## src/include/ctt_pkg.sv

```systemverilog
// Operation
// (RQ1) Terminate when above recharge and below termination current
// (RQ2) Termination sets phase 11 and pulses interrupt
// (RQ3) Input or thermal regulation holds off termination
// (RQ4) Termination enable low blocks termination
// (RQ5) Top-off keeps CV, follows safety timer rate
// (RQ6) Status bit shows top-off timer running
// (RQ7) Top-off cleared by enable, termination, register reset
// (RQ8) Top-off setting latched at termination detection
// (RQ9) Interrupt pulse at top-off start and end
// (RQ10) Temperature qualification only while charging
// (RQ11) Start inside window, suspend when outside
// (RQ12) Warm range voltage and current derating
// (RQ13) Cool range current enable, select, voltage
// (RQ14) Cool and warm thresholds selected independently
// (RQ15) Boost suspends outside window, reports thermistor fault
// (RQ16) Safety expiry stops charge, fault 11, pulse
// (RQ17) Limit 2h low battery, 16h or 7h
// (RQ18) Half rate under regulation or cool
// (RQ19) Timer pauses on fault, resets on restart
// (RQ20) Minimum system field and regulation flag
// (RQ21) Input current and voltage limit flags
// (RQ22) Interrupt pulse low for 256 microseconds
// (RQ23) One prescaled timebase, alternate-tick half rate
// (RQ24) Lower thermistor voltage means hotter range
package ctt_pkg;
    // APB register byte offsets
    localparam logic [7:0] CTT_CTRL_OFS = 8'h00;
    localparam logic [7:0] CTT_JEITA_OFS = 8'h04;
    localparam logic [7:0] CTT_STAT_OFS = 8'h08;
    localparam logic [7:0] CTT_FAULT_OFS = 8'h0C;
    // Control register fields
    localparam int CTL_TERM_EN = 0;
    localparam int CTL_TMR_EN = 1;
    localparam int CTL_LONG = 2;
    localparam int CTL_HALF = 3;
    localparam int CTL_CFG = 4;
    localparam int CTL_RST = 5;
    localparam int CTL_TOPOFF = 6;
    localparam int CTL_SYSMIN = 8;
    localparam logic [31:0] CTL_RESET = 32'h0000_051F;
    // Jeita register fields
    localparam int JT_VSET_H = 0;
    localparam int JT_ISET_H = 1;
    localparam int JT_ISET_L = 3;
    localparam int JT_ISET_LEN = 4;
    localparam int JT_VSET_L = 5;
    localparam int JT_VT2 = 6;
    localparam int JT_VT3 = 8;
    localparam logic [31:0] JT_RESET = 32'h0000_0150;
    // Timing: 256 us pulse at 40 MHz
    localparam int CLK_MHZ = 40;
    localparam int PULSE_US = 256;
    localparam int PULSE_CYC = PULSE_US * CLK_MHZ;
    // Timebase tick of one second
    localparam int TICK_S = 1;
    localparam int TICK_CYC = TICK_S * CLK_MHZ * 1000000;
    // Limits and top-off unit in seconds
    localparam int LIM_SHORT_S = 2 * 3600;
    localparam int LIM_LONG_S = 16 * 3600;
    localparam int LIM_MID_S = 7 * 3600;
    localparam int TOPOFF_UNIT_S = 15 * 60;
    // Phase, fault, thermistor and bus codes
    localparam logic [1:0] PH_OFF = 2'h0;
    localparam logic [1:0] PH_PRE = 2'h1;
    localparam logic [1:0] PH_FAST = 2'h2;
    localparam logic [1:0] PH_DONE = 2'h3;
    localparam logic [1:0] FLT_TMR = 2'h3;
    localparam logic [2:0] NTC_NORMAL = 3'h0;
    localparam logic [2:0] NTC_BCOLD = 3'h5;
    localparam logic [2:0] NTC_BHOT = 3'h6;
    localparam logic [2:0] BUS_OTG = 3'h7;
    localparam logic [2:0] BUS_NONE = 3'h0;
    // Charge states
    typedef enum logic [4:0] {
        ST_IDLE = 5'b00001,
        ST_CHG = 5'b00010,
        ST_TOPOFF = 5'b00100,
        ST_DONE = 5'b01000,
        ST_SUSP = 5'b10000
    } ctt_state_type;
endpackage
```

## src/hdl/ctt_top.sv

```systemverilog
// Added by the designer: the register addresses and register access over APB.
`timescale 1ns/100ps
`default_nettype none
module ctt_top #(
    parameter int TICK_CYCLES = ctt_pkg::TICK_CYC,
    parameter int PULSE_CYCLES = ctt_pkg::PULSE_CYC
) (
    // Clock and reset
    input wire logic sys_clk_i,
    input wire logic rst_i,
    // APB slave
    input wire logic psel_i,
    input wire logic penable_i,
    input wire logic pwrite_i,
    input wire logic [7:0] paddr_i,
    input wire logic [31:0] pwdata_i,
    output logic [31:0] prdata_o,
    output logic pready_o,
    output logic pslverr_o,
    // Pins and analog comparators (asynchronous)
    input wire logic charge_enable_pin_n_i,
    input wire logic vbat_above_rechg_i,
    input wire logic ichg_below_term_i,
    input wire logic vbat_above_low_i,
    input wire logic iin_reg_i,
    input wire logic vin_reg_i,
    input wire logic therm_reg_i,
    input wire logic sys_min_reg_i,
    input wire logic boost_req_i,
    input wire logic [6:0] thermistor_sense_input_i,
    // Charger controls
    output logic charge_on_o,
    output logic boost_on_o,
    output logic [1:0] cur_scale_o,
    output logic volt_cap_4v1_o,
    output logic host_interrupt_n_o,
    output logic host_interrupt_n_oe_o
);
    import ctt_pkg::*;

    // Synchronisers: 16 asynchronous bits
    localparam int NS = 16;
    logic [NS-1:0] raw, s1_q, s2_q;
    assign raw = {thermistor_sense_input_i, boost_req_i, sys_min_reg_i, therm_reg_i, vin_reg_i,
                  iin_reg_i, vbat_above_low_i, ichg_below_term_i, vbat_above_rechg_i, charge_enable_pin_n_i};
    // Two stages; first stage read only by second
    always_ff @(posedge sys_clk_i) begin
        if (rst_i) begin
            s1_q <= '1;
            s2_q <= '1;
        end else begin
            s1_q <= raw;
            s2_q <= s1_q;
        end
    end
    logic cen_n, rechg, below_term, above_low, iin, vin, therm, sysmin, boost_req;
    logic [6:0] ts; // Comparator bits, 1 = voltage above threshold
    assign cen_n = s2_q[0];
    assign rechg = s2_q[1];
    assign below_term = s2_q[2];
    assign above_low = s2_q[3];
    assign iin = s2_q[4];
    assign vin = s2_q[5];
    assign therm = s2_q[6];
    assign sysmin = s2_q[7];
    assign boost_req = s2_q[8];
    assign ts = s2_q[15:9];

    // Registers
    logic [31:0] ctrl_q, jeita_q;
    logic reg_rst; // Register reset pulse
    logic apb_wr;
    assign apb_wr = psel_i && penable_i && pwrite_i;
    assign reg_rst = apb_wr && paddr_i == CTT_CTRL_OFS && pwdata_i[CTL_RST];
    // Writable configuration; reset bit self-clears
    always_ff @(posedge sys_clk_i) begin
        if (rst_i || reg_rst) begin
            ctrl_q <= CTL_RESET;
            jeita_q <= JT_RESET;
        end else if (apb_wr && paddr_i == CTT_CTRL_OFS) begin
            ctrl_q <= pwdata_i & 32'h0000_07DF;
        end else if (apb_wr && paddr_i == CTT_JEITA_OFS) begin
            jeita_q <= pwdata_i & 32'h0000_03FF;
        end
    end

    // Temperature classification (RQ24): ts[0]=T1 cold .. ts[3]=T4 hot
    // T2/T3 alternatives picked by selects (RQ14)
    logic in_window, cool, warm, b_cold, b_hot;
    logic [1:0] vt2, vt3;
    assign vt2 = jeita_q[JT_VT2+:2];
    assign vt3 = jeita_q[JT_VT3+:2];
    assign in_window = !ts[0] && ts[3]; // RQ24
    // A nonzero select moves the boundary onto the alternate comparator
    assign cool = (vt2 == 2'h0) ? ts[1] : ts[4]; // RQ14
    assign warm = (vt3 == 2'h0) ? !ts[2] : !ts[5]; // RQ14
    assign b_cold = ts[6];
    assign b_hot = !ts[3];

    // Timebase and half rate (RQ23)
    logic [31:0] pre_q;
    logic tick, half_q, slow, cnt_en;
    assign tick = pre_q == 32'(TICK_CYCLES - 1);
    assign slow = ctrl_q[CTL_HALF] && (iin || vin || therm || cool); // RQ18
    assign cnt_en = tick && (!slow || half_q); // RQ23
    // Prescaler
    always_ff @(posedge sys_clk_i) begin
        if (rst_i || tick)
            pre_q <= 32'h0000_0000;
        else
            pre_q <= pre_q + 32'h0000_0001;
    end
    // Alternate tick toggle
    always_ff @(posedge sys_clk_i) begin
        if (rst_i)
            half_q <= 1'b0;
        else if (tick)
            half_q <= !half_q;
    end

    // Charge state machine
    ctt_state_type st_q;
    logic enabled, cen_n_q, cfg_q, restart, term_cond, safety_exp, topoff_exp;
    logic [17:0] safe_q, topoff_q, topoff_lim_q;
    logic [1:0] fault_q;
    logic int_req;
    assign enabled = ctrl_q[CTL_CFG] && !cen_n;
    assign restart = (cen_n_q && !cen_n) || (!cfg_q && ctrl_q[CTL_CFG]) || reg_rst; // RQ7 RQ19
    // RQ1 RQ3 RQ4
    assign term_cond = rechg && below_term && !iin && !vin && !therm && ctrl_q[CTL_TERM_EN];
    assign safety_exp = ctrl_q[CTL_TMR_EN] && safe_q >= (!above_low ? 18'(LIM_SHORT_S) :
                        ctrl_q[CTL_LONG] ? 18'(LIM_LONG_S) : 18'(LIM_MID_S)); // RQ17
    assign topoff_exp = topoff_q >= topoff_lim_q;
    // Edge history for enable pin and config bit
    always_ff @(posedge sys_clk_i) begin
        if (rst_i) begin
            cen_n_q <= 1'b1;
            cfg_q <= 1'b0;
        end else begin
            cen_n_q <= cen_n;
            cfg_q <= ctrl_q[CTL_CFG];
        end
    end
    // Phase transitions
    always_ff @(posedge sys_clk_i) begin
        if (rst_i) begin
            st_q <= ST_IDLE;
            fault_q <= 2'h0;
        end else if (!enabled || restart) begin
            st_q <= ST_IDLE; // RQ19
            fault_q <= 2'h0;
        end else begin
            case (st_q)
                ST_IDLE: begin
                    if (in_window && fault_q == 2'h0)
                        st_q <= ST_CHG; // RQ11
                end
                ST_CHG, ST_TOPOFF: begin
                    if (safety_exp) begin
                        st_q <= ST_DONE; // RQ16
                        fault_q <= FLT_TMR;
                    end else if (!in_window)
                        st_q <= ST_SUSP; // RQ11
                    else if (st_q == ST_CHG && term_cond)
                        st_q <= (ctrl_q[CTL_TOPOFF+:2] != 2'h0) ? ST_TOPOFF : ST_DONE; // RQ5
                    else if (st_q == ST_TOPOFF && topoff_exp)
                        st_q <= ST_DONE; // RQ5
                end
                ST_SUSP: begin
                    if (in_window)
                        st_q <= ST_CHG; // RQ11
                end
                ST_DONE: begin
                    if (!rechg && fault_q == 2'h0)
                        st_q <= ST_CHG;
                end
                default: st_q <= ST_IDLE;
            endcase
        end
    end
    // Safety timer: pauses in suspend, resets on restart (RQ19)
    always_ff @(posedge sys_clk_i) begin
        if (rst_i || restart || st_q == ST_IDLE)
            safe_q <= 18'h00000;
        else if (cnt_en && (st_q == ST_CHG || st_q == ST_TOPOFF))
            safe_q <= safe_q + 18'h00001;
    end
    // Top-off: setting latched at detection, same gating (RQ5 RQ7 RQ8)
    always_ff @(posedge sys_clk_i) begin
        if (rst_i || restart || (st_q == ST_CHG && term_cond)) begin
            topoff_q <= 18'h00000; // RQ7
            topoff_lim_q <= 18'(TOPOFF_UNIT_S) * {16'h0000, ctrl_q[CTL_TOPOFF+:2]}; // RQ8
        end else if (cnt_en && st_q == ST_TOPOFF)
            topoff_q <= topoff_q + 18'h00001; // RQ5
    end
    // Interrupt events: termination, top-off start/end, safety expiry
    assign int_req = (st_q != ST_DONE && st_q != ST_IDLE && !(!enabled || restart)
                      && (safety_exp || (st_q == ST_CHG && term_cond) || (st_q == ST_TOPOFF && topoff_exp))
                      && (st_q != ST_SUSP)); // RQ2 RQ9 RQ16

    // Interrupt pulse generator (RQ22)
    logic [15:0] ip_q;
    always_ff @(posedge sys_clk_i) begin
        if (rst_i)
            ip_q <= 16'h0000;
        else if (int_req)
            ip_q <= 16'(PULSE_CYCLES);
        else if (ip_q != 16'h0000)
            ip_q <= ip_q - 16'h0001;
    end
    // Open drain: enable high pulls output low
    always_ff @(posedge sys_clk_i) begin
        if (rst_i) begin
            host_interrupt_n_o <= 1'b1;
            host_interrupt_n_oe_o <= 1'b0;
        end else begin
            host_interrupt_n_o <= !(int_req || ip_q > 16'h0001); // RQ22
            host_interrupt_n_oe_o <= int_req || ip_q > 16'h0001;
        end
    end

    // Derating and power outputs, charge only while charging (RQ10)
    logic charging;
    assign charging = st_q == ST_CHG || st_q == ST_TOPOFF;
    always_ff @(posedge sys_clk_i) begin
        if (rst_i) begin
            charge_on_o <= 1'b0;
            cur_scale_o <= 2'h3;
            volt_cap_4v1_o <= 1'b0;
            boost_on_o <= 1'b0;
        end else begin
            charge_on_o <= charging; // RQ10 RQ11
            volt_cap_4v1_o <= 1'b0;
            cur_scale_o <= 2'h3; // 3 = full current
            if (charging && warm) begin
                volt_cap_4v1_o <= !jeita_q[JT_VSET_H]; // RQ12
                cur_scale_o <= jeita_q[JT_ISET_H+:2] == 2'h3 ? 2'h3 : jeita_q[JT_ISET_H+:2]; // RQ12
            end else if (charging && cool) begin
                volt_cap_4v1_o <= jeita_q[JT_VSET_L]; // RQ13
                cur_scale_o <= !jeita_q[JT_ISET_LEN] ? 2'h0 : jeita_q[JT_ISET_L] ? 2'h1 : 2'h2; // RQ13
            end
            boost_on_o <= boost_req && !charging && !b_cold && !b_hot; // RQ15
        end
    end

    // APB read path, zero-wait
    logic [31:0] rd;
    logic [1:0] phase;
    logic [2:0] ntc, bus;
    assign phase = st_q == ST_DONE && fault_q == 2'h0 ? PH_DONE :
                   charging ? (above_low ? PH_FAST : PH_PRE) : PH_OFF; // RQ2
    assign ntc = !boost_req || charging ? NTC_NORMAL : b_cold ? NTC_BCOLD : b_hot ? NTC_BHOT : NTC_NORMAL; // RQ15
    assign bus = boost_req && !charging && ntc == NTC_NORMAL ? BUS_OTG : BUS_NONE; // RQ15
    always_comb begin
        case (paddr_i)
            CTT_CTRL_OFS: rd = ctrl_q;
            CTT_JEITA_OFS: rd = jeita_q;
            // RQ6 RQ20 RQ21
            CTT_STAT_OFS: rd = {22'h0, bus, 1'b0, iin, vin, sysmin, st_q == ST_TOPOFF, phase};
            CTT_FAULT_OFS: rd = {27'h0, ntc, fault_q}; // RQ16
            default: rd = 32'h0000_0000;
        endcase
    end
    // Registered answer
    always_ff @(posedge sys_clk_i) begin
        if (rst_i) begin
            prdata_o <= 32'h0000_0000;
            pready_o <= 1'b0;
            pslverr_o <= 1'b0;
        end else begin
            pready_o <= psel_i && !penable_i;
            pslverr_o <= psel_i && !penable_i && paddr_i > CTT_FAULT_OFS;
            prdata_o <= rd;
        end
    end
endmodule
`default_nettype wire

```

## config.mk

```make
export PLATFORM = sky130hd
export DESIGN_NAME = ctt_top
export DESIGN_NICKNAME = d
export VERILOG_FILES = /design/src/include/ctt_pkg.sv /design/src/hdl/ctt_top.sv
export SDC_FILE = /design/constraint.sdc
export NUM_CORES = 1
export LEC_CHECK = 0
export BUFFER_PORTS_ARGS = -buffer_cell sky130_fd_sc_hd__buf_2
export CAP_MARGIN = 20
export CORE_MARGIN = 2
export CORE_UTILIZATION = 52
export CTS_CLUSTER_DIAMETER = 150
export DETAILED_ROUTE_END_ITERATION = 8
export PLACE_DENSITY = 0.72
export SYNTH_ARGS = -nofsm -noshare
export SYNTH_HDL_FRONTEND = slang
export SYNTH_SLANG_ARGS = --single-unit
```

## constraint.sdc

```tcl
create_clock -name sys_clk_i -period 4.4 [get_ports sys_clk_i]
set_input_delay 0.44 -clock sys_clk_i [delete_from_list [all_inputs] [get_ports sys_clk_i]]
set_output_delay 0.44 -clock sys_clk_i [all_outputs]
set_load 0.02 [all_outputs]
```

==> results of run 1 <==
[final timing paths]
check / from / to / depth (start not counted)
setup / recovery: ctrl_q[2] / ip_q[6] / 9
hold / removal: iin_reg_i / s1_q[4] / 2
setup reg to reg: ctrl_q[2] / ip_q[6] / 9
hold reg to reg: s1_q[1] / s2_q[1] / 1
[layer usage]
layer  vias up  wire length (µm)  share of wire  GRT usage
li1       3192                 -              -          -
met1      3012              7860           0.48      0.282
met2       129              7670           0.47      0.321
met3        18               652          0.040     0.0498
met4         0               181          0.011     0.0562
met5         -                 0              0          0
[layout by cell type, fill, tap and decap left out, drive strengths merged, types with 7 or more instances in the layout]
cell    Yosys  routed
buf        36      66
clkinv      0       8
nor4       25      25
and3       15      15
nand2b      8       8
nand2      72      72
nand3      53      53
xnor2      22      22
o21ai      13      13
nor3       16      16
or2        37      37
inv        35      37
conb        1      21
nand4      36      36
dfxtp     165     165
a21oi      35      35
clkbuf     24      18
and2        7       7
ha         29      29
and4        9       9
a31oi       7       7
xor2       47      47
or3        10      10
nor2      113     113
[stage by stage]
step	setup slack, ns	total power (µW)	area (µm²)
after floorplan	2.17	2260	8000
after global placement	1.54	2360	8270
after detailed placement	1.53	2370	8270
after CTS	1.56	3880	8860
after global routing	1.39	4050	8860
final	1.60	3860	8860
[critical path, stage by stage, from the launching register on]
cell and delay [ns]:
dfxtp_1 0.41, nand2b_1 0.20, inv_1 0.06, ha_1 0.26, nor3b_1 0.17, a311o_1 0.19
a21oi_1 0.09, o31a_1 0.35, nor2_1 0.78, nor4_1 0.13
[registers in the layout, indices dropped and copies added (netlist names), 2 cells and up]
register	count
ctrl_q	10
cur_scale_o	2
ip_q	16
jeita_q	10
prdata_o	11
pre_q	32
s1_q	16
s2_q	16
safe_q	18
st_q	5
topoff_lim_q	6
topoff_q	18
[power breakdown]
group          total (µW)  internal, µW  switching, µW
Sequential           1730          1650           81.9
Clock                1520           895            624
Combinational         612           262            351
[synth_stat cells, types with 5 or more instances]
cell type / count
ha_1: 29
o21ai_0: 10
mux2i_1: 5
nand4_1: 35
clkbuf_1: 24
xnor2_1: 22
a31oi_1: 7
xor2_1: 47
and4_1: 9
nand2_1: 72
dfxtp_1: 165
nand3_1: 53
buf_2: 12
nor2b_1: 6
a22oi_1: 6
nor4_1: 23
edfxtp_1: 6
or3_1: 10
and2_1: 7
a21oi_1: 35
and3_1: 15
nor3_1: 16
nand2b_1: 8
inv_1: 35
or2_2: 36
nor2_1: 112
buf_4: 22
[cells by family after synthesis]
kind of cell / share of synthesized area
AO/OA/AOI/OAI: 0.0810
buffers and inverters: 0.0573
AND/OR/NAND/NOR: 0.293
XOR/XNOR: 0.0763
adder cells (fa/ha/maj): 0.0458
flip-flops: 0.440
multiplexers: 0.00632
other: 0.000473
[final cells by class]
type                            instances  area [µm²]
Timing Repair Buffer                   66         348
Inverter                               35         131
Clock buffer                           18         429
Sequential cell                       171        3480
Clock inverter                         14         170
Tap cell                              188         235
Fill cell                            1338        6170
Multi-Input combinational cell        657        4070
==> results.toml, run 1 <==
[logic_synthesis]
synth.avg_cell_area_um2 = 8.77
netlist_area_um2 = 7920
synth_edf_count = 6
ys_warn_count = 0
netlist_instances = 903
seq_area_frac_synth = 0.440
yosys.area.top_type = "dfxtp_1"
synth_top_flop_cell = "dfxtp_1"
synth_top_area_share = 0.417
yosys-top-cells-area = "dfxtp_1 (42%), nor2_1 (5.3%), xor2_1 (5.2%), ha_1 (4.6%), nand2_1 (3.4%)"
synthArstFlopShare = 0
yosys.cell_types.count = 68
synth.ff_latch_count = 171

[clock_tree]
hold_buffers = 0
clkSinkCount = 171
htreeDepth = 4
cts_setup_buffers = 0
clk_pin_slew_ns = 0.06
cts_root_buf = "clkbuf_16"
clock_path_buffers = 2
cts_made_buffers = 17
cts_tree = "yes"
clock_latency_ns = 0.43
cts_resized = 0

[power]
p_leak_uw = 0.00348
peakVddDrop_uv = 516
p_per_area_nw_per_um2 = 436

[timing]
slew_violations = 0
setup_viol = 0
relSlewSlack = 0.355
fin_setup_tns_ns = 0
worst_slew_pin_slew_ns = 0.959
rsz0062_at_grt = "false"
post-route-min-period_ns = 2.80
hold-worst-slack_ns = 0.192
fin_crit_sh = 0.637
hold_viol = 0
skew_ns = 0.00723
max_freq_mhz = 357

[detailed_routing]
wl_per_cell_um = 14.2
antenna_left = 0
routed_wl_um = 16400
first_iter_violations = 397
routed_via_density = 5.53
via_count = 6351
post-route-drc-count = 0
first_pass_iters = 7

[floorplanning]
ios = 102
row_count = 45
die_y_um = 127
die_w_um = 127
core_area_um2 = 15000
initial_core_util = 0.527
fp.dieArea_um2 = 16200

[cells_and_area]
fin_nets = 1038
drive_above_1_share = 0.151
diodes = 0
area_growth_pct = 11.9
instances_no_fill = 1149
final_util = 0.590

[min_path]
hold_path.class = "primary input to flop"

[place]
gp_congestion = 0.858
dpl.hpwl_um = 11300
dp_cells = 1117
port_buffers = 59

[global_route]
grt_first_pass_wirelength_um = 26900
grt_antenna_before_repair = 0
grt-ovfl-total = 0
grt_use_total = 0.204
grt_pass1_vias = 5660
grt_max_degree = 64

[critical_path]
endpoint_kind = "flop"
crit_fanout = 14
critPathKind = "flop to flop"
crit_required_ns = 4.67
worst_setup_path_start_kind = "flop"
critPathArrivalTime_ns = 3.07
r2r_setup_slack_ns = 1.60

[run_status]
status = "finished clean"

[run]
maxCapViolCount = 0
No activity file was read; power rests on OpenSTA's default activity.
==> run 2: changes to the inputs <==
--- a/config.mk
+++ b/config.mk
@@ -11,7 +11,7 @@
 export CORE_UTILIZATION = 52
 export CTS_CLUSTER_DIAMETER = 150
 export DETAILED_ROUTE_END_ITERATION = 8
-export PLACE_DENSITY = 0.72
+export PLACE_DENSITY = 0.75
 export SYNTH_ARGS = -nofsm -noshare
 export SYNTH_HDL_FRONTEND = slang
 export SYNTH_SLANG_ARGS = --single-unit
==> constraint.sdc (replaced) <==
create_clock -name sys_clk_i -period 2.5 [get_ports sys_clk_i]
set_input_delay 0.25 -clock sys_clk_i [delete_from_list [all_inputs] [get_ports sys_clk_i]]
set_output_delay 0.25 -clock sys_clk_i [all_outputs]
set_load 0.02 [all_outputs]
==> run 2 against run 1 <==
Against the previous run:
- combinational power increased by 86%
- non-clock buffer count increased by 35
- critical endpoint is now host_interrupt_n_oe_o
- clock skew increased by 0.0030 ns
- largest cell class unchanged
- critical path type unchanged
- sequential power up 76%
- register-to-register slack got worse by 1.5 ns
- sequential cell count unchanged
- total power rose by 77%
- worst setup slack worse by 1.5 ns
==> results.toml, run 2 (synthesized netlist as in run 1, its figures left out) <==
[floorplanning]
initial_core_util = 0.527
ios = 102
core_area_um2 = 15000
die_w_um = 127
die_y_um = 127
row_count = 45
fp.dieArea_um2 = 16200

[critical_path]
path_delay_family = "compound AO/OA/AOI/OAI gates"
crit_fanout = 6
worst_r2r_path_depth = 11
r2r_start = "ctrl_q[2]"
crit_required_ns = 2.83
cp_cell_sequence = "buf_4 > nand2_2 > inv_1 > ha_1 > nor2b_1 > a311o_1 > a21oi_1 > o31a_1 > buf_4 > a31oi_2 > or2_1"
endpoint_kind = "flop"
r2r_setup_slack_ns = 0.11
crit_path_frequent_cell = "buf_4"
critical_path.slowest_cell = "dfxtp_1"
critPathKind = "flop to flop"
slowest_delay_ns = 0.32
path_buf_inv = 3
r2r_end = "host_interrupt_n_oe_o"
critPathArrivalTime_ns = 2.72
worst_setup_path_start_kind = "flop"

[timing]
relSlewSlack = 0.638
setup_viol = 0
slew_violations = 0
worst_slew_pin_slew_ns = 0.539
rsz0062_at_grt = "true"
fin_crit_sh = 0.956
max_freq_mhz = 418
skew_ns = 0.0103
post-route-min-period_ns = 2.39
hold-worst-slack_ns = 0.0123
hold_viol = 0

[clock_tree]
clk_pin_slew_ns = 0.07
clock_latency_ns = 0.44
cts_setup_buffers = 0
cts_tree = "yes"
clock_path_buffers = 2
htreeDepth = 4
clkSinkCount = 171
cts_made_buffers = 17
cts_root_buf = "clkbuf_16"

[detailed_routing]
wl_per_cell_um = 14.8
first_iter_violations = 464
post-route-drc-count = 0
antenna_left = 0
via_count = 6533
first_pass_iters = 5
routed_via_density = 5.52
routed_wl_um = 17500

[cells_and_area]
area_growth_pct = 16.3
final_util = 0.613
fin_nets = 1073
largest_reg_flops = 32
drive_above_1_share = 0.172
diodes = 0
final_common_cell = "dfxtp_1"
final_cell_mix = "dfxtp_1 (165), nor2_1 (111), nand2_1 (71), buf_2 (59), nand3_1 (53)"
top_regs = "pre_q: 32 flops, safe_q: 18 flops, topoff_q: 18 flops"
regMostFlops = "pre_q"

[global_route]
grt_max_degree = 32
grt_util_met1 = 0.289
grt_first_pass_wirelength_um = 28500
grt_use_total = 0.218
grt.met3_usage = 0.0540
use_met2 = 0.346
grt_most_used_layer = "met2"
grt_pass1_vias = 6006
grt_antenna_before_repair = 0
grt-ovfl-total = 0

[min_path]
min-delay-start = "vbat_above_low_i"
min_to = "s1_q[3]"
holdPathStages = 2
hold_path.class = "primary input to flop"

[run]
maxCapViolCount = 0

[power]
peakVddDrop_uv = 620
p_per_area_nw_per_um2 = 744
p_leak_uw = 0.00364

[place]
gp_congestion = 0.950
dpl.hpwl_um = 11900
port_buffers = 59

[run_status]
status = "finished clean"
-- run 2: cell type report --
class	count	area, µm²
Fill cell	1261	5820
Multi-Input combinational cell	657	4110
Clock buffer	17	425
Inverter	35	131
Clock inverter	15	166
Sequential cell	171	3480
Timing Repair Buffer	101	663
Tap cell	188	235
-- run 2: how the worst max path moves through the flow --
stage	from	to	slack, ns	depth (start not counted)
2_1_floorplan	s2_q[3]	ip_q[10]	0.27	9
3_5_place_dp	ctrl_q[2]	ip_q[4]	-0.10	9
5_1_grt	ctrl_q[2]	host_interrupt_n_oe_o	-0.04	10
6_report	ctrl_q[2]	host_interrupt_n_oe_o	0.11	11
3_3_place_gp	ctrl_q[2]	ip_q[2]	-0.04	9
4_1_cts	topoff_lim_q[11]	ip_q[4]	0.10	9
-- run 2: timing repair --
action	4_1_cts	5_1_grt
hold endpoints to repair	16	0
endpoints found under the setup margin	14	20
resized for setup	1	9
hold buffers	16	0
-- run 2: metal layers --
metal | wire (µm) | vias up | part of all wire
met4 | 285 | 0 | 0.016
met2 | 8120 | 159 | 0.46
li1 | - | 3271 | -
met5 | 0 | - | 0
met1 | 8150 | 3075 | 0.47
met3 | 932 | 28 | 0.053
-- run 2: per-stage QoR --
stage	cells	TNS [ns]	setup WS (ns)	total power (µW)	cell area, µm²
after floorplan	923	0	0.269	3980	8000
after global placement	1136	-0.479	-0.0377	4170	8420
after detailed placement	1136	-1.08	-0.101	4210	8420
after CTS	1184	0	0.104	6870	9180
after global routing	1184	-0.0472	-0.0444	7180	9210
final	1184	0	0.109	6860	9210
-- run 2: power by group --
part	leakage [µW]	switching, µW	internal (µW)
sequential	0.00141	151	2900
combinational	0.00193	653	483
clock	0.000295	1230	1430
total	0.00364	2040	4820
-- run 2: worst reg2reg max path: stages, from the launching register on --
cell and delay (ns):
dfxtp_1 0.32, buf_4 0.14, nand2_2 0.10, inv_1 0.06, ha_1 0.27, nor2b_1 0.13
a311o_1 0.31, a21oi_1 0.19, o31a_1 0.22, buf_4 0.17, a31oi_2 0.13, or2_1 0.25
==> run 3: changes to the inputs <==
--- a/config.mk
+++ b/config.mk
@@ -5,13 +5,14 @@
 export SDC_FILE = /design/constraint.sdc
 export NUM_CORES = 1
 export LEC_CHECK = 0
+export ABC_AREA = 1
 export BUFFER_PORTS_ARGS = -buffer_cell sky130_fd_sc_hd__buf_2
 export CAP_MARGIN = 20
 export CORE_MARGIN = 2
 export CORE_UTILIZATION = 52
 export CTS_CLUSTER_DIAMETER = 150
 export DETAILED_ROUTE_END_ITERATION = 8
-export PLACE_DENSITY = 0.75
+export PLACE_DENSITY = 0.74
 export SYNTH_ARGS = -nofsm -noshare
 export SYNTH_HDL_FRONTEND = slang
 export SYNTH_SLANG_ARGS = --single-unit
==> run 3 against run 2 <==
Against the previous run:
- worst hold slack better by 0.00083 ns
- count of clock-buffer cells in the layout is 4 higher
- sequential power fell by 1%
- largest power group unchanged
==> results.toml, run 3 <==
[logic_synthesis]
synth_top_flop_cell = "dfxtp_1"
synthMuxAreaShare = 0.00117
synth_top_area_share = 0.386
synthAdderAreaFrac = 0.0423
synthXorXnorAreaFrac = 0.0552
yosys.area.top_type = "dfxtp_1"
synth.most_common_cell = "nand2_1"
yosys.cell_types.count = 53
ys_warn_count = 0
synthSimpleGateAreaFrac = 0.329
synth_compound_area_frac = 0.0740
seq_area_frac_synth = 0.407
synthArstFlopShare = 0
netlist_instances = 1139
synth_common_cells = "nand2_1 (241), dfxtp_1 (165), inv_1 (125)"
netlist_area_um2 = 8570
synth_edf_count = 6
yosys-top-cells-area = "dfxtp_1 (39%), nand2_1 (11%), inv_1 (5.5%), nor2_1 (5.4%), a21oi_1 (4.3%)"
synth.avg_cell_area_um2 = 7.52
synth_top_family_by_area = "simple AND/OR/NAND/NOR gates"
synth.ff_latch_count = 171

[critical_path]
cp-startpoint = "s2_q[3]"
endpoint = "ip_q[15]"
r2r_start = "s2_q[3]"
crit_fanout = 14
critPathArrivalTime_ns = 2.49
worst_r2r_path_depth = 15
path_depth = 15
crit_required_ns = 2.81
path_buf_inv = 2
critical_path.slowest_cell = "dfxtp_1"
critPathKind = "flop to flop"
r2r_end = "ip_q[15]"
slowest_delay_ns = 0.32
endpoint_kind = "flop"
r2r_setup_slack_ns = 0.33
worst_setup_path_start_kind = "flop"
path_delay_family = "simple AND/OR/NAND/NOR gates"
cp_cell_sequence = "inv_1 > nor2_1 > inv_1 > ha_1 > nand2_1 > nor2_1 > nand2_1 > nor2_1 > nand2_1 > nand3_1 > nand2_1 > nand3_1 > nand3_2 > nand2_4 > nor2_1"

[floorplanning]
core_area_um2 = 16000
fp.dieArea_um2 = 17500
initial_core_util = 0.536
die_y_um = 132
die_w_um = 132
row_count = 46
ios = 102

[power]
p_per_area_nw_per_um2 = 681
p_leak_uw = 0.00402
peakVddDrop_uv = 718

[detailed_routing]
post-route-drc-count = 0
antenna_left = 0
first_pass_iters = 5
routed_wl_um = 18700
first_iter_violations = 615
wl_per_cell_um = 13.0
via_count = 7288
routed_via_density = 5.04

[timing]
fin_setup_tns_ns = 0
max_freq_mhz = 461
post-route-min-period_ns = 2.17
relSlewSlack = 0.564
setup_viol = 0
fin_crit_sh = 0.868
rsz0062_at_grt = "false"
hold_viol = 0
slew_violations = 0
skew_ns = 0.0112
worst_slew_pin_slew_ns = 0.650

[clock_tree]
htreeDepth = 4
cts_root_buf = "clkbuf_16"
clock_path_buffers = 2
cts_made_buffers = 17
cts_tree = "yes"
clock_latency_ns = 0.43
clkSinkCount = 171
cts_setup_buffers = 0
clk_pin_slew_ns = 0.07

[cells_and_area]
multi_input_area_um2 = 4390
regMostFlops = "pre_q"
final_cell_mix = "nand2_1 (241), dfxtp_1 (165), inv_1 (125), nor2_1 (123), a21oi_1 (74)"
fin_area_um2 = 9720
area_growth_pct = 13.4
regArea_um2 = 3480
top_regs = "pre_q: 32 flops, safe_q: 18 flops, topoff_q: 18 flops"
largest_reg_flops = 32
n_fill_cell = 1460
diodes = 0
drive_above_1_share = 0.147
final_common_cell = "nand2_1"
fin_nets = 1307

[global_route]
grt_first_pass_wirelength_um = 31300
grt_use_total = 0.219
grt_max_degree = 42
grt-ovfl-total = 0
grt_pass1_vias = 6684
grt_antenna_before_repair = 0

[min_path]
hold_path.class = "primary input to flop"

[place]
gp_congestion = 0.905
postPlaceCellArea_um2 = 9010
port_buffers = 59
dpl.hpwl_um = 13600

[run_status]
status = "finished clean"

[run]
maxCapViolCount = 0
-- run 3: cell count changes in the layout (fill, tap and decap cells not counted), sizes merged, moves of 7 or more --
cell    delta
o21ai      +7
nor2      +19
xnor2      -8
a21oi     +40
nor3      +23
buf       -15
nand2    +180
and4       -9
or3       -10
xor2       -7
inv       +90
nand2b     -7
and3      -12
-- run 3: cell families after synthesis --
family | count (synthesis)
fa+ha+maj | 29
xor+xnor | 54
buf+inv | 177
compound gates | 116
flops | 171
simple gates | 590
mux | 1
other cells | 1
-- run 3: how the worst min path moves through the flow --
| stage | startpoint | to | slack, ns | cells after the start |
|---|---|---|---|---|
| final | thermistor_sense_input_i[4] | s1_q[13] | 0.01 | 2 |
| after global placement | s1_q[10] | s2_q[10] | 0.39 | 1 |
| after global routing | thermistor_sense_input_i[4] | s1_q[13] | 0.01 | 2 |
| after floorplan | penable_i | pready_o | 0.33 | 1 |
| after CTS | thermistor_sense_input_i[4] | s1_q[13] | 0.001 | 2 |
| after detailed placement | s1_q[14] | s2_q[14] | 0.39 | 1 |
-- run 3: per-stage QoR --
step | power (µW) | utilization | setup slack [ns] | std cells | hold slack (ns)
2_1_floorplan | 3940 | - | 0.475 | 1159 | 0.333
3_3_place_gp | 4110 | 0.563 | 0.334 | 1400 | 0.392
3_5_place_dp | 4130 | 0.563 | 0.258 | 1400 | 0.393
4_1_cts | 6660 | 0.607 | 0.251 | 1445 | 0.00130
5_1_grt | 6950 | 0.607 | 0.0353 | 1445 | 0.0131
6_report | 6620 | 0.607 | 0.329 | 1445 | 0.0132
-- run 3: layer usage --
metal,vias up,wire (µm),global-route usage
li1,3808,-,-
met1,3255,8900,0.298
met2,193,8430,0.350
met3,32,1030,0.0450
met4,0,368,0.0699
met5,-,0,0
-- run 3: worst reg2reg max path, cell delays in order (launching register included) --
cell and delay (ns):
dfxtp_1 0.32, inv_1 0.09, nor2_1 0.14, inv_1 0.08, ha_1 0.30, nand2_1 0.07
nor2_1 0.14, nand2_1 0.06, nor2_1 0.09, nand2_1 0.06, nand3_1 0.07, nand2_1 0.08
nand3_1 0.12, nand3_2 0.18, nand2_4 0.20, nor2_1 0.08
-- run 3: report_power, final --
part / switching, µW / internal, µW
combinational: 662 / 427
clock: 1090 / 1440
sequential: 109 / 2900
-- run 3: repair_timing --
item / in CTS / in global routing
hold endpoints to repair: 14 / 0
hold buffers: 14 / 0
endpoints found under the setup margin: 0 / 8
gates resized for setup: 0 / 1
-- run 3: cell type report --
cell class	count	share of cell area
inverters	132	0.0510
flip-flops and latches	171	0.358
multi-input cells	811	0.451
well taps	216	0.0278
repair buffers	84	0.0533
clock buffers	21	0.0474
clock inverters	10	0.0108
